## config.mk

```make
export PLATFORM = sky130hd
export DESIGN_NAME = rtcv_value_regs
export DESIGN_NICKNAME = d
export VERILOG_FILES = /design/src/verilog/rtcv_pkg.sv /design/src/verilog/rtcv_value_regs.sv /design/src/verilog/rtcv_field_reg.sv /design/src/verilog/rtcv_apb_decode.sv
export VERILOG_INCLUDE_DIRS = /design/src /design/src/verilog
export SDC_FILE = /design/constraint.sdc
export NUM_CORES = 1
export LEC_CHECK = 0
export BUFFER_PORTS_ARGS = -buffer_cell sky130_fd_sc_hd__clkbuf_2
export CORE_MARGIN = 3
export CORE_UTILIZATION = 45
export DETAILED_ROUTE_END_ITERATION = 8
export GPL_ROUTABILITY_DRIVEN = 0
export MAX_ROUTING_LAYER = met4
export PLACE_DENSITY = 0.81
export SKIP_LAST_GASP = 1
export SLEW_MARGIN = 5
export SYNTH_ARGS = -nofsm -noshare
export SYNTH_HDL_FRONTEND = slang
export SYNTH_SLANG_ARGS = --single-unit
export TNS_END_PERCENT = 100
```

## constraint.sdc

```tcl
create_clock -name pclk -period 1.35 [get_ports pclk]
set_input_delay 0.135 -clock pclk [delete_from_list [all_inputs] [get_ports pclk]]
set_output_delay 0.135 -clock pclk [all_outputs]
set_load 0.02 [all_outputs]
```

## src/verilog/rtcv_map.svh

```systemverilog
// Register offsets, field positions and reset values for the value registers
`ifndef RTCV_MAP_SVH
`define RTCV_MAP_SVH

// ----------------------------------------------------------------------
// Register byte offsets
// ----------------------------------------------------------------------
`define RTCV_OFF_MIN_SEC    12'h000
`define RTCV_OFF_ALM_MTH_DY 12'h004
`define RTCV_OFF_ALM_WD_HR  12'h008
`define RTCV_OFF_CTRL       12'h00C

// ----------------------------------------------------------------------
// Writable bit masks (unused positions read zero)
// ----------------------------------------------------------------------
`define RTCV_MASK_MIN_SEC   16'h7F7F
`define RTCV_MASK_MTH_DY    16'h1F3F
`define RTCV_MASK_WD_HR     16'h073F

// ----------------------------------------------------------------------
// Field positions and reset values
// ----------------------------------------------------------------------
`define RTCV_CTRL_WREN_BIT  0
`define RTCV_RESET_VALUE    16'h0000
`define RTCV_CTRL_RESET     1'b0

`endif

```

## src/verilog/rtcv_pkg.sv

```systemverilog
// Types shared by the value-register block
`default_nettype none
package rtcv_pkg;

  typedef struct packed {
    logic        sel;
    logic        en;
    logic        write;
    logic [11:0] addr;
    logic [31:0] wdata;
  } rtcv_apb_req_t;

  typedef struct packed {
    logic        zero15;
    logic [2:0]  min_tens;
    logic [3:0]  min_ones;
    logic        zero7;
    logic [2:0]  sec_tens;
    logic [3:0]  sec_ones;
  } rtcv_min_sec_t;

  typedef enum {RTCV_IDLE, RTCV_ACCESS} rtcv_state_t;

endpackage
`default_nettype wire

```

## src/verilog/rtcv_value_regs.sv

```systemverilog
// Time and alarm value registers on an APB slave
//
// Implementation choices: the placing of the registers and the APB slave port.
`include "rtcv_map.svh"
`default_nettype none
module rtcv_value_regs
  import rtcv_pkg::*;
(
  input  wire logic        pclk,
  input  wire logic        presetn,
  input  wire logic        psel,
  input  wire logic        penable,
  input  wire logic        pwrite,
  input  wire logic [11:0] paddr,
  input  wire logic [31:0] pwdata,
  output logic      [31:0] prdata,
  output logic             pready,
  output logic             pslverr,
  output logic      [15:0] minutes_seconds_time,
  output logic      [15:0] alarm_month_day,
  output logic      [15:0] alarm_weekday_hour,
  output logic             clock_write_enable
);

  // --------------------------------------------------------------------
  // Bus decode
  // --------------------------------------------------------------------
  rtcv_apb_req_t req;
  logic          acc_wr;
  logic          acc_rd;
  logic          wr_ms;
  logic          wr_md;
  logic          wr_wh;
  logic          wr_ctl;
  logic          hit;
  logic          clock_write_enable_r;
  logic [31:0]   prdata_r;
  logic [31:0]   prdata_nxt;
  logic          pslverr_r;
  rtcv_min_sec_t ms_view;

  function automatic logic addr_is(input logic [11:0] a,
                                   input logic [11:0] off);
    addr_is = (a == off);
  endfunction

  assign req.sel   = psel;
  assign req.en    = penable;
  assign req.write = pwrite;
  assign req.addr  = paddr;
  assign req.wdata = pwdata;

  rtcv_apb_decode u_dec (
    .pclk    (pclk),
    .presetn (presetn),
    .req     (req),
    .acc_wr  (acc_wr),
    .acc_rd  (acc_rd),
    .pready  (pready)
  );

  assign hit = addr_is(paddr, `RTCV_OFF_MIN_SEC)
             | addr_is(paddr, `RTCV_OFF_ALM_MTH_DY)
             | addr_is(paddr, `RTCV_OFF_ALM_WD_HR)
             | addr_is(paddr, `RTCV_OFF_CTRL);

  assign wr_ms  = acc_wr && addr_is(paddr, `RTCV_OFF_MIN_SEC);
  // Gate is sampled in the same cycle as the write itself
  assign wr_md  = acc_wr && addr_is(paddr, `RTCV_OFF_ALM_MTH_DY)
                  && clock_write_enable_r;
  assign wr_wh  = acc_wr && addr_is(paddr, `RTCV_OFF_ALM_WD_HR);
  assign wr_ctl = acc_wr && addr_is(paddr, `RTCV_OFF_CTRL);

  // --------------------------------------------------------------------
  // Value registers
  // --------------------------------------------------------------------
  rtcv_field_reg #(.MASK(`RTCV_MASK_MIN_SEC)) u_ms (
    .pclk    (pclk),
    .presetn (presetn),
    .wr_en   (wr_ms),
    .wr_data (pwdata[15:0]),
    .value   (minutes_seconds_time)
  );

  rtcv_field_reg #(.MASK(`RTCV_MASK_MTH_DY)) u_md (
    .pclk    (pclk),
    .presetn (presetn),
    .wr_en   (wr_md),
    .wr_data (pwdata[15:0]),
    .value   (alarm_month_day)
  );

  rtcv_field_reg #(.MASK(`RTCV_MASK_WD_HR)) u_wh (
    .pclk    (pclk),
    .presetn (presetn),
    .wr_en   (wr_wh),
    .wr_data (pwdata[15:0]),
    .value   (alarm_weekday_hour)
  );

  assign ms_view = rtcv_min_sec_t'(minutes_seconds_time);

  // --------------------------------------------------------------------
  // Control register
  // --------------------------------------------------------------------
  always_ff @(posedge pclk or negedge presetn) begin
    if (!presetn) begin
      clock_write_enable_r <= `RTCV_CTRL_RESET;
    end else if (wr_ctl) begin
      clock_write_enable_r <= pwdata[`RTCV_CTRL_WREN_BIT];
    end
  end

  assign clock_write_enable = clock_write_enable_r;

  // --------------------------------------------------------------------
  // Read path
  // --------------------------------------------------------------------
  always_comb begin
    prdata_nxt = 32'h0000_0000;
    unique case (1'b1)
      addr_is(paddr, `RTCV_OFF_MIN_SEC):
        prdata_nxt = {16'h0000, minutes_seconds_time};
      addr_is(paddr, `RTCV_OFF_ALM_MTH_DY):
        prdata_nxt = {16'h0000, alarm_month_day};
      addr_is(paddr, `RTCV_OFF_ALM_WD_HR):
        prdata_nxt = {16'h0000, alarm_weekday_hour};
      addr_is(paddr, `RTCV_OFF_CTRL):
        prdata_nxt = {31'h0000_0000, clock_write_enable_r};
      default:
        prdata_nxt = 32'h0000_0000;
    endcase
  end

  // Registered at setup so data is a flop output during access
  always_ff @(posedge pclk or negedge presetn) begin
    if (!presetn) begin
      prdata_r <= 32'h0000_0000;
    end else if (psel && !penable) begin
      prdata_r <= prdata_nxt;
    end
  end

  always_ff @(posedge pclk or negedge presetn) begin
    if (!presetn) begin
      pslverr_r <= 1'b0;
    end else if (psel && !penable) begin
      pslverr_r <= !hit;
    end
  end

  assign prdata  = prdata_r;
  assign pslverr = pslverr_r && psel && penable;

  // --------------------------------------------------------------------
  // Checks
  // --------------------------------------------------------------------
  a_ms_unused_zero: assert property (@(posedge pclk) disable iff (!presetn)
    (minutes_seconds_time[15] == 1'b0) && (minutes_seconds_time[7] == 1'b0))
    else $error("unused minutes/seconds bits set");

  a_md_unused_zero: assert property (@(posedge pclk) disable iff (!presetn)
    (alarm_month_day & ~`RTCV_MASK_MTH_DY) == 16'h0000)
    else $error("unused month/day bits set");

  a_wh_unused_zero: assert property (@(posedge pclk) disable iff (!presetn)
    (alarm_weekday_hour & ~`RTCV_MASK_WD_HR) == 16'h0000)
    else $error("unused weekday/hour bits set");

  a_md_gated_hold: assert property (@(posedge pclk) disable iff (!presetn)
    (acc_wr && addr_is(paddr, `RTCV_OFF_ALM_MTH_DY) && !clock_write_enable)
    |=> $stable(alarm_month_day))
    else $error("month/day changed without write enable");

  a_md_write_lands: assert property (@(posedge pclk) disable iff (!presetn)
    (acc_wr && addr_is(paddr, `RTCV_OFF_ALM_MTH_DY) && clock_write_enable)
    |=> alarm_month_day[12] == $past(pwdata[12])
        && alarm_month_day[11:8] == $past(pwdata[11:8])
        && alarm_month_day[5:0] == $past(pwdata[5:0]))
    else $error("month/day write lost");

  a_ms_fields: assert property (@(posedge pclk) disable iff (!presetn)
    wr_ms |=> ms_view.min_tens == $past(pwdata[14:12])
           && ms_view.min_ones == $past(pwdata[11:8])
           && ms_view.sec_tens == $past(pwdata[6:4])
           && ms_view.sec_ones == $past(pwdata[3:0]))
    else $error("minutes/seconds field misplaced");

  a_wh_fields: assert property (@(posedge pclk) disable iff (!presetn)
    wr_wh |=> alarm_weekday_hour[10:8] == $past(pwdata[10:8])
           && alarm_weekday_hour[5:4] == $past(pwdata[5:4])
           && alarm_weekday_hour[3:0] == $past(pwdata[3:0]))
    else $error("weekday/hour field misplaced");

  a_ms_hold_idle: assert property (@(posedge pclk) disable iff (!presetn)
    !wr_ms |=> $stable(minutes_seconds_time))
    else $error("minutes/seconds changed without write");

  a_rd_upper_zero: assert property (@(posedge pclk) disable iff (!presetn)
    (psel && penable && !pwrite) |-> prdata[31:16] == 16'h0000)
    else $error("read upper half not zero");

endmodule
`default_nettype wire

```

## src/verilog/rtcv_field_reg.sv

```systemverilog
// One 16-bit value register with write mask and write enable
`default_nettype none
module rtcv_field_reg
  import rtcv_pkg::*;
#(
  parameter logic [15:0] MASK = 16'hFFFF
) (
  input  wire logic        pclk,
  input  wire logic        presetn,
  input  wire logic        wr_en,
  input  wire logic [15:0] wr_data,
  output logic      [15:0] value
);

  logic [15:0] value_r;

  // Unused bits never store, so they always read zero
  always_ff @(posedge pclk or negedge presetn) begin
    if (!presetn) begin
      value_r <= 16'h0000;
    end else if (wr_en) begin
      value_r <= wr_data & MASK;
    end
  end

  assign value = value_r;

endmodule
`default_nettype wire

```

## src/verilog/rtcv_apb_decode.sv

```systemverilog
// APB setup/access tracker producing a one-cycle access strobe
`default_nettype none
module rtcv_apb_decode
  import rtcv_pkg::*;
(
  input  wire logic          pclk,
  input  wire logic          presetn,
  input  wire rtcv_apb_req_t req,
  output logic               acc_wr,
  output logic               acc_rd,
  output logic               pready
);

  rtcv_state_t state_r;

  always_ff @(posedge pclk or negedge presetn) begin
    if (!presetn) begin
      state_r <= RTCV_IDLE;
    end else begin
      unique case (state_r)
        RTCV_IDLE: begin
          if (req.sel && !req.en) begin
            state_r <= RTCV_ACCESS;
          end
        end
        RTCV_ACCESS: begin
          state_r <= RTCV_IDLE;
        end
      endcase
    end
  end

  // Zero wait states: every access completes in its first access cycle
  assign pready = 1'b1;
  assign acc_wr = req.sel && req.en && req.write;
  assign acc_rd = req.sel && req.en && !req.write;

endmodule
`default_nettype wire

```

==> impl_metrics.xml, run 1 <==
<?xml version="1.0" encoding="UTF-8"?>
<metrics>
  <group name="routing">
    <metric name="drt_drc_violations_left" unit="">0</metric>
    <metric name="drt-pass1-iter-count" unit="">5</metric>
    <metric name="drt_first_iter_violations" unit="">36</metric>
    <metric name="vias_per_cell" unit="">4.93</metric>
    <metric name="antenna_violating_nets_left" unit="">0</metric>
    <metric name="routed_wl" unit="microns">6010</metric>
    <metric name="wl_per_cell" unit="microns">15.9</metric>
    <metric name="route.vias.total" unit="">1864</metric>
  </group>
  <group name="critical_path">
    <metric name="path_delay_family" unit="">simple AND/OR/NAND/NOR gates</metric>
    <metric name="critPathArrivalTime" unit="ns">1.59</metric>
    <metric name="critPathRequiredTime" unit="ns">1.54</metric>
    <metric name="worst_path_slowest_cell" unit="">nor4_4</metric>
    <metric name="cp_num_buf_inv" unit="">2</metric>
    <metric name="critical_path.startpoint_type" unit="">input port</metric>
    <metric name="critical-path-top-cell-by-count" unit="">nor4_4</metric>
    <metric name="critical_path_peak_fanout" unit="">8</metric>
    <metric name="crit_type" unit="">in -&gt; reg</metric>
    <metric name="cp_slowest_stage_delay" unit="ns">0.35</metric>
    <metric name="worstSetupEndpointType" unit="">register</metric>
    <metric name="critical_path.cell_chain" unit="">clkbuf_2 -&gt; nor4_4 -&gt; nand3_4 -&gt; nor4_4 -&gt; buf_6 -&gt; mux2_2</metric>
  </group>
  <group name="floorplan">
    <metric name="initial_utilization" unit="">0.480</metric>
    <metric name="fp.coreArea" unit="sq mm">0.00530</metric>
    <metric name="design.die.area" unit="sq mm">0.00660</metric>
    <metric name="die_x" unit="microns">81.2</metric>
    <metric name="die_h" unit="microns">81.2</metric>
    <metric name="std_cell_rows" unit="">26</metric>
    <metric name="num_io_pins" unit="">132</metric>
  </group>
  <group name="final_layout">
    <metric name="fin_cells" unit="">378</metric>
    <metric name="post_route_cells_drive_above_1_share" unit="">0.503</metric>
    <metric name="antenna-diode-count" unit="">0</metric>
    <metric name="layout_utilization" unit="">0.608</metric>
    <metric name="area_growth_syn_to_layout" unit="%">26.6</metric>
    <metric name="finalNetCount" unit="">356</metric>
    <metric name="post-route-cell-area" unit="sq mm">0.00322</metric>
  </group>
  <group name="synthesis">
    <metric name="async_flop_share" unit="">1.00</metric>
    <metric name="dominantRegCellSynth" unit="">dfrtp_1</metric>
    <metric name="synth.top_cells.by_count" unit="">dfrtp_1, buf_4, mux2_2</metric>
    <metric name="synth-seq-area-share" unit="">0.491</metric>
    <metric name="syn_area_per_cell" unit="sq um">12.1</metric>
    <metric name="post_synth_inst_count" unit="">210</metric>
    <metric name="synthDominantAreaCellType" unit="">dfrtp_1</metric>
    <metric name="post_synth_mux_area_share" unit="">0.217</metric>
    <metric name="syn-cell-area" unit="sq mm">0.00255</metric>
    <metric name="count_of_synthesis_stage_warnings_from_yosys" unit="">0</metric>
    <metric name="most_repeated_cell_in_the_gate_level_netlist_after_synthesis" unit="">dfrtp_1</metric>
    <metric name="synth_area_in_compound_gates" unit="">0.0649</metric>
    <metric name="combinational_family_with_the_most_area_after_synthesis" unit="">multiplexers</metric>
    <metric name="post_synth_main_area_contributors" unit="">dfrtp_1, mux2_2, buf_4</metric>
    <metric name="yosys_register_bits" unit="">50</metric>
    <metric name="synthDistinctLibCells" unit="">26</metric>
    <metric name="yosys.area.top_type_share" unit="">0.491</metric>
    <metric name="synth_xor_area_frac" unit="">0</metric>
    <metric name="synthAdderAreaFrac" unit="">0</metric>
    <metric name="yosys.area_share.simple" unit="">0.0958</metric>
    <metric name="synth-edff-count" unit="">0</metric>
  </group>
  <group name="clocking">
    <metric name="tritoncts_clock_tree" unit="">built</metric>
    <metric name="cts.clk_slew.worst_paths" unit="ns">0.09</metric>
    <metric name="htreeDepth" unit="">2</metric>
    <metric name="cts-root-buf" unit="">clkbuf_8</metric>
    <metric name="tritoncts.num_buffers" unit="">5</metric>
    <metric name="clkSinkCount" unit="">50</metric>
    <metric name="max-clock-path-buffers" unit="">2</metric>
    <metric name="insertion_delay" unit="ns">0.30</metric>
  </group>
  <group name="placement">
    <metric name="port_buf_inserts" unit="">80</metric>
    <metric name="detailedPlace.worstSlack" unit="ns">-0.352</metric>
    <metric name="placed_cell_count" unit="">367</metric>
    <metric name="dp_hpwl" unit="microns">4470</metric>
    <metric name="post_dp_cell_area" unit="sq mm">0.00305</metric>
  </group>
  <group name="sta">
    <metric name="finalHoldViolCount" unit="">0</metric>
    <metric name="layout_setup_ws" unit="ns">-0.0439</metric>
    <metric name="fin_tns_setup" unit="ns">-0.232</metric>
    <metric name="drv_slew" unit="">0</metric>
    <metric name="achievable-frequency" unit="GHz">0.717</metric>
    <metric name="grt_setup_unrepaired" unit="">yes</metric>
    <metric name="final_min_period_over_clock_period" unit="">1.03</metric>
    <metric name="finalSetupViolations" unit="">18</metric>
    <metric name="fin_hold_ws" unit="ns">0.0619</metric>
    <metric name="period_needed" unit="ns">1.39</metric>
    <metric name="skew" unit="ns">0.00610</metric>
  </group>
  <group name="pwr">
    <metric name="finalPower" unit="mW">2.65</metric>
    <metric name="seq_power_share" unit="">0.566</metric>
    <metric name="p_leak" unit="nW">1.71</metric>
    <metric name="power.switching" unit="uW">704</metric>
    <metric name="power.share.clock" unit="">0.327</metric>
    <metric name="peakVddDrop" unit="V">0.000681</metric>
    <metric name="power.share.switching" unit="">0.266</metric>
    <metric name="intPower" unit="mW">1.94</metric>
    <metric name="powerDensity" unit="mW/mm^2">821</metric>
    <metric name="p_comb_frac" unit="">0.107</metric>
  </group>
  <group name="global_routing">
    <metric name="grt_pass1_vias" unit="">1873</metric>
    <metric name="antenna_violations_before_repair" unit="">0</metric>
    <metric name="grt.overflow.total" unit="">0</metric>
    <metric name="pin_count_of_the_biggest_net_entering_global_routing" unit="">51</metric>
    <metric name="global_route_wire_length_before_repair" unit="microns">9170</metric>
    <metric name="grt_usage" unit="">0.189</metric>
  </group>
  <group name="status">
    <metric name="run_status" unit="">complete, but fails checks</metric>
    <metric name="violations" unit="">negative setup slack</metric>
  </group>
  <group name="min_path">
    <metric name="min_path_type" unit="">in -&gt; reg</metric>
  </group>
  <group name="job">
    <metric name="drv_cap" unit="">0</metric>
  </group>
</metrics>
flip-flops by register name (all words and copies together), names as in the netlist:
name	count
prdata	14
pslverr_r	1
u_md.value	11
u_ms.value	14
u_wh.value	9
clock_write_enable	1
cell usage in the layout (no fill, tap or decap), types with 4 or more instances in the layout:
| cell | netlist | final |
|---|---|---|
| clkbuf_2 | 0 | 78 |
| dfrtp_1 | 50 | 50 |
| conb_1 | 2 | 33 |
| mux2_4 | 10 | 23 |
| buf_4 | 34 | 17 |
| mux2_2 | 24 | 13 |
| nor2_1 | 12 | 12 |
| nand2_1 | 13 | 12 |
| mux2i_1 | 11 | 11 |
| a21oi_1 | 9 | 9 |
| o31ai_1 | 9 | 9 |
| buf_6 | 1 | 7 |
| clkbuf_8 | 0 | 5 |
| nor4_4 | 4 | 4 |
| inv_1 | 4 | 4 |
repair_timing:
item                       in CTS  in global routing
setup buffers                   2                  0
hold buffers                    1                  0
resized for setup               6                 10
hold endpoints to repair       50                  0
pin swaps                       2                  0
setup endpoints to repair       7                 31
area by class of cell:
class	count	area (sq um)
Clock buffer	5	68.8
Clock inverter	3	21.3
Fill cell	433	2080
Inverter	4	15.0
Multi-Input combinational cell	142	1150
Sequential cell	50	1250
Tap cell	70	87.6
Timing Repair Buffer	104	627
path summary, 6_finish.rpt:
path	start	end	slack [ns]	cells past startpoint
worst max-delay path	paddr[11]	u_ms.value[14]	-0.04	6
worst min-delay path	pwdata[13]	u_ms.value[13]	0.06	2
worst max register to register	clock_write_enable	u_md.value[1]	0.02	4
worst min register to register	prdata[3]	prdata[3]	0.49	2
max in group asynchronous	presetn	u_ms.value[0]	0.76	3
min in group asynchronous	presetn	u_ms.value[9]	0.36	3
power groups by stage:
stage | Clock [mW] | Sequential (mW) | Combinational [mW]
CTS | 0.889 | 1.50 | 0.277
finish | 0.865 | 1.50 | 0.284
global route | 0.954 | 1.50 | 0.310
global placement | 0 | 1.53 | 0.266
floorplan | 0 | 1.53 | 0.213
detailed placement | 0 | 1.53 | 0.271
worst register-to-register path, delay by kind of cell, from the launching register on:
family / cells / cell delay (ns)
mux: 1 / 0.31
buf+inv: 1 / 0.20
simple gates: 2 / 0.36
flops: 1 / 0.36
metal layers:
metal	GRT usage	share of wire	vias up
met2	0.342	0.54	76
met1	0.220	0.40	927
met3	0.0333	0.056	7
met5	-	0	-
met4	0.0405	0.010	0
li1	-	-	854
cell families after synthesis:
kind of cell,count (synthesis)
flops,50
buf+inv,49
mux,47
simple gates,38
compound gates,24
other cells,2
No activity file was read; power rests on OpenSTA's default activity.
==> run 2: changes to the inputs <==
Settings changed: CORE_UTILIZATION 45 to 40, PLACE_DENSITY 0.81 to 0.73.
==> run 2 against run 1 <==
The run now ends clean. Setup slack improved by 0.064 ns. Non-clock buffer count stayed put. Fmax rose by 4.8%. Total power is 0.89% higher. Hold slack improved by 0.0055 ns. Count of clock-buffer cells in the layout up 2. First-iteration DRC count rose by 72%. Utilization down 7.2 points. Cell area increased by 0.19%. Wire length fell by 4.3%. Sequential share of layout area down 0.075 points. Critical path type unchanged. Largest cell class unchanged.
==> impl_metrics.xml, run 2 (synthesis gave the netlist of run 1 again) <==
<?xml version="1.0" encoding="UTF-8"?>
<metrics>
  <group name="critical_path">
    <metric name="timing.reg2reg.worst_path_depth" unit="">4</metric>
    <metric name="worst_r2r_startpoint" unit="">clock_write_enable</metric>
    <metric name="timing.rr.end" unit="">u_md.value[8]</metric>
    <metric name="critPathArrivalTime" unit="ns">1.51</metric>
    <metric name="critical_path.startpoint_type" unit="">input port</metric>
    <metric name="critical_path_peak_fanout" unit="">5</metric>
    <metric name="reg2reg_setup_slack" unit="ns">0.03</metric>
    <metric name="crit_type" unit="">in -&gt; reg</metric>
    <metric name="worstSetupEndpointType" unit="">register</metric>
    <metric name="critPathRequiredTime" unit="ns">1.53</metric>
  </group>
  <group name="sta">
    <metric name="final_min_period_over_clock_period" unit="">0.985</metric>
    <metric name="period_needed" unit="ns">1.33</metric>
    <metric name="layout_setup_ws" unit="ns">0.0205</metric>
    <metric name="finalHoldViolCount" unit="">0</metric>
    <metric name="achievable-frequency" unit="GHz">0.752</metric>
    <metric name="drv_slew" unit="">0</metric>
    <metric name="finalSetupViolations" unit="">0</metric>
    <metric name="skew" unit="ns">0.00713</metric>
    <metric name="grt_setup_unrepaired" unit="">yes</metric>
  </group>
  <group name="final_layout">
    <metric name="post-route-cell-area" unit="sq mm">0.00323</metric>
    <metric name="antenna-diode-count" unit="">0</metric>
    <metric name="finalNetCount" unit="">356</metric>
    <metric name="layout.cells.most_common" unit="">clkbuf_2</metric>
    <metric name="post_route_cells_drive_above_1_share" unit="">0.494</metric>
    <metric name="mostFrequentLayoutCells" unit="">clkbuf_2, dfrtp_1, conb_1, mux2_4, buf_4</metric>
    <metric name="area_growth_syn_to_layout" unit="%">26.9</metric>
    <metric name="multi_input_comb_area" unit="sq mm">0.00115</metric>
    <metric name="layout.area.seq" unit="sq mm">0.00125</metric>
    <metric name="fill_cells" unit="">538</metric>
  </group>
  <group name="floorplan">
    <metric name="num_io_pins" unit="">132</metric>
    <metric name="die_h" unit="microns">85.8</metric>
    <metric name="die_x" unit="microns">85.8</metric>
    <metric name="design.die.area" unit="sq mm">0.00736</metric>
    <metric name="std_cell_rows" unit="">28</metric>
    <metric name="initial_utilization" unit="">0.423</metric>
    <metric name="fp.coreArea" unit="sq mm">0.00603</metric>
  </group>
  <group name="global_routing">
    <metric name="global_route_wire_length_before_repair" unit="microns">9360</metric>
    <metric name="use_met2" unit="">0.259</metric>
    <metric name="grt_use_met1" unit="">0.222</metric>
    <metric name="grt_pass1_vias" unit="">1773</metric>
    <metric name="pin_count_of_the_biggest_net_entering_global_routing" unit="">51</metric>
    <metric name="grt_usage" unit="">0.167</metric>
    <metric name="grt.met3_usage" unit="">0.0365</metric>
    <metric name="grt.overflow.total" unit="">0</metric>
    <metric name="antenna_violations_before_repair" unit="">0</metric>
    <metric name="global_routing_s_busiest_layer" unit="">met2</metric>
  </group>
  <group name="placement">
    <metric name="dp_hpwl" unit="microns">4450</metric>
    <metric name="post_dp_cell_area" unit="sq mm">0.00308</metric>
    <metric name="detailedPlace.worstSlack" unit="ns">-0.332</metric>
    <metric name="port_buf_inserts" unit="">80</metric>
  </group>
  <group name="routing">
    <metric name="drt_first_iter_violations" unit="">62</metric>
    <metric name="drt-pass1-iter-count" unit="">4</metric>
    <metric name="antenna_violating_nets_left" unit="">0</metric>
    <metric name="drt_drc_violations_left" unit="">0</metric>
    <metric name="vias_per_cell" unit="">4.79</metric>
    <metric name="wl_per_cell" unit="microns">15.0</metric>
    <metric name="route.vias.total" unit="">1833</metric>
    <metric name="routed_wl" unit="microns">5760</metric>
  </group>
  <group name="status">
    <metric name="run_status" unit="">complete, no violations</metric>
  </group>
  <group name="clocking">
    <metric name="tritoncts.num_buffers" unit="">5</metric>
    <metric name="cts-root-buf" unit="">clkbuf_8</metric>
    <metric name="max-clock-path-buffers" unit="">2</metric>
    <metric name="insertion_delay" unit="ns">0.30</metric>
    <metric name="htreeDepth" unit="">2</metric>
    <metric name="clkSinkCount" unit="">50</metric>
    <metric name="cts.clk_slew.worst_paths" unit="ns">0.08</metric>
    <metric name="tritoncts_clock_tree" unit="">built</metric>
  </group>
  <group name="pwr">
    <metric name="finalPower" unit="mW">2.67</metric>
    <metric name="peakVddDrop" unit="V">0.000435</metric>
    <metric name="powerDensity" unit="mW/mm^2">826</metric>
    <metric name="p_leak" unit="nW">1.72</metric>
  </group>
  <group name="min_path">
    <metric name="min_path_cells" unit="">2</metric>
    <metric name="origin_of_the_worst_min_delay_path" unit="">pwdata[13]</metric>
    <metric name="min_path_type" unit="">in -&gt; reg</metric>
    <metric name="hold_path_end" unit="">u_ms.value[13]</metric>
  </group>
  <group name="job">
    <metric name="drv_cap" unit="">0</metric>
  </group>
</metrics>
run 2: worst max-delay path by stage:
stage	from	endpoint	slack, ns	cells after the start
2_1_floorplan	paddr[8]	u_ms.value[10]	-0.17	5
3_3_place_gp	paddr[8]	u_wh.value[0]	-0.32	6
3_5_place_dp	paddr[8]	u_wh.value[3]	-0.33	6
4_1_cts	paddr[8]	u_md.value[0]	-0.008	6
5_1_grt	paddr[4]	u_ms.value[9]	-0.06	6
6_report	paddr[8]	u_ms.value[9]	0.02	6
run 2: per-stage QoR:
step	hold WS, ns	TNS, ns	utilization	cells
finish	0.0673	0	0.536	383
global route	0.0575	-0.718	0.536	383
CTS	0.0606	-0.00770	0.528	382
detailed placement	0.144	-10.31	0.510	373
global placement	0.144	-9.32	0.510	373
floorplan	-0.161	-3.71	-	241
run 2: what timing repair did:
item / CTS / global route
endpoints found under the setup margin: 6 / 32
gates cloned: 0 / 0
buffers inserted: 0 / 1
hold buffers: 1 / 0
hold endpoints to repair: 50 / 0
gates resized for setup: 1 / 11
run 2: area by class of cell:
class                           count  area share
Clock buffer                        7      0.0267
Inverter                            4     0.00465
Tap cell                           75      0.0290
Sequential cell                    50       0.387
Timing Repair Buffer              104       0.194
Multi-Input combinational cell    142       0.357
Clock inverter                      1     0.00155
run 2: layer usage:
metal | vias to the layer above | wire, microns
met1 | 892 | 2510
li1 | 858 | -
met4 | 0 | 60
met3 | 5 | 398
met2 | 78 | 2780
met5 | - | 0
run 2: power breakdown:
group          internal, mW  switching (mW)
Sequential             1.50        0.000791
Combinational        0.0837           0.197
Clock                 0.414           0.477
Total                  1.99           0.675
run 2: worst max-delay path, stage by stage:
cell and delay (ns):
clkbuf_2 0.10, nor4_4 0.31, nand3_4 0.17, nor4_4 0.25
buf_4 0.24, mux2_4 0.31
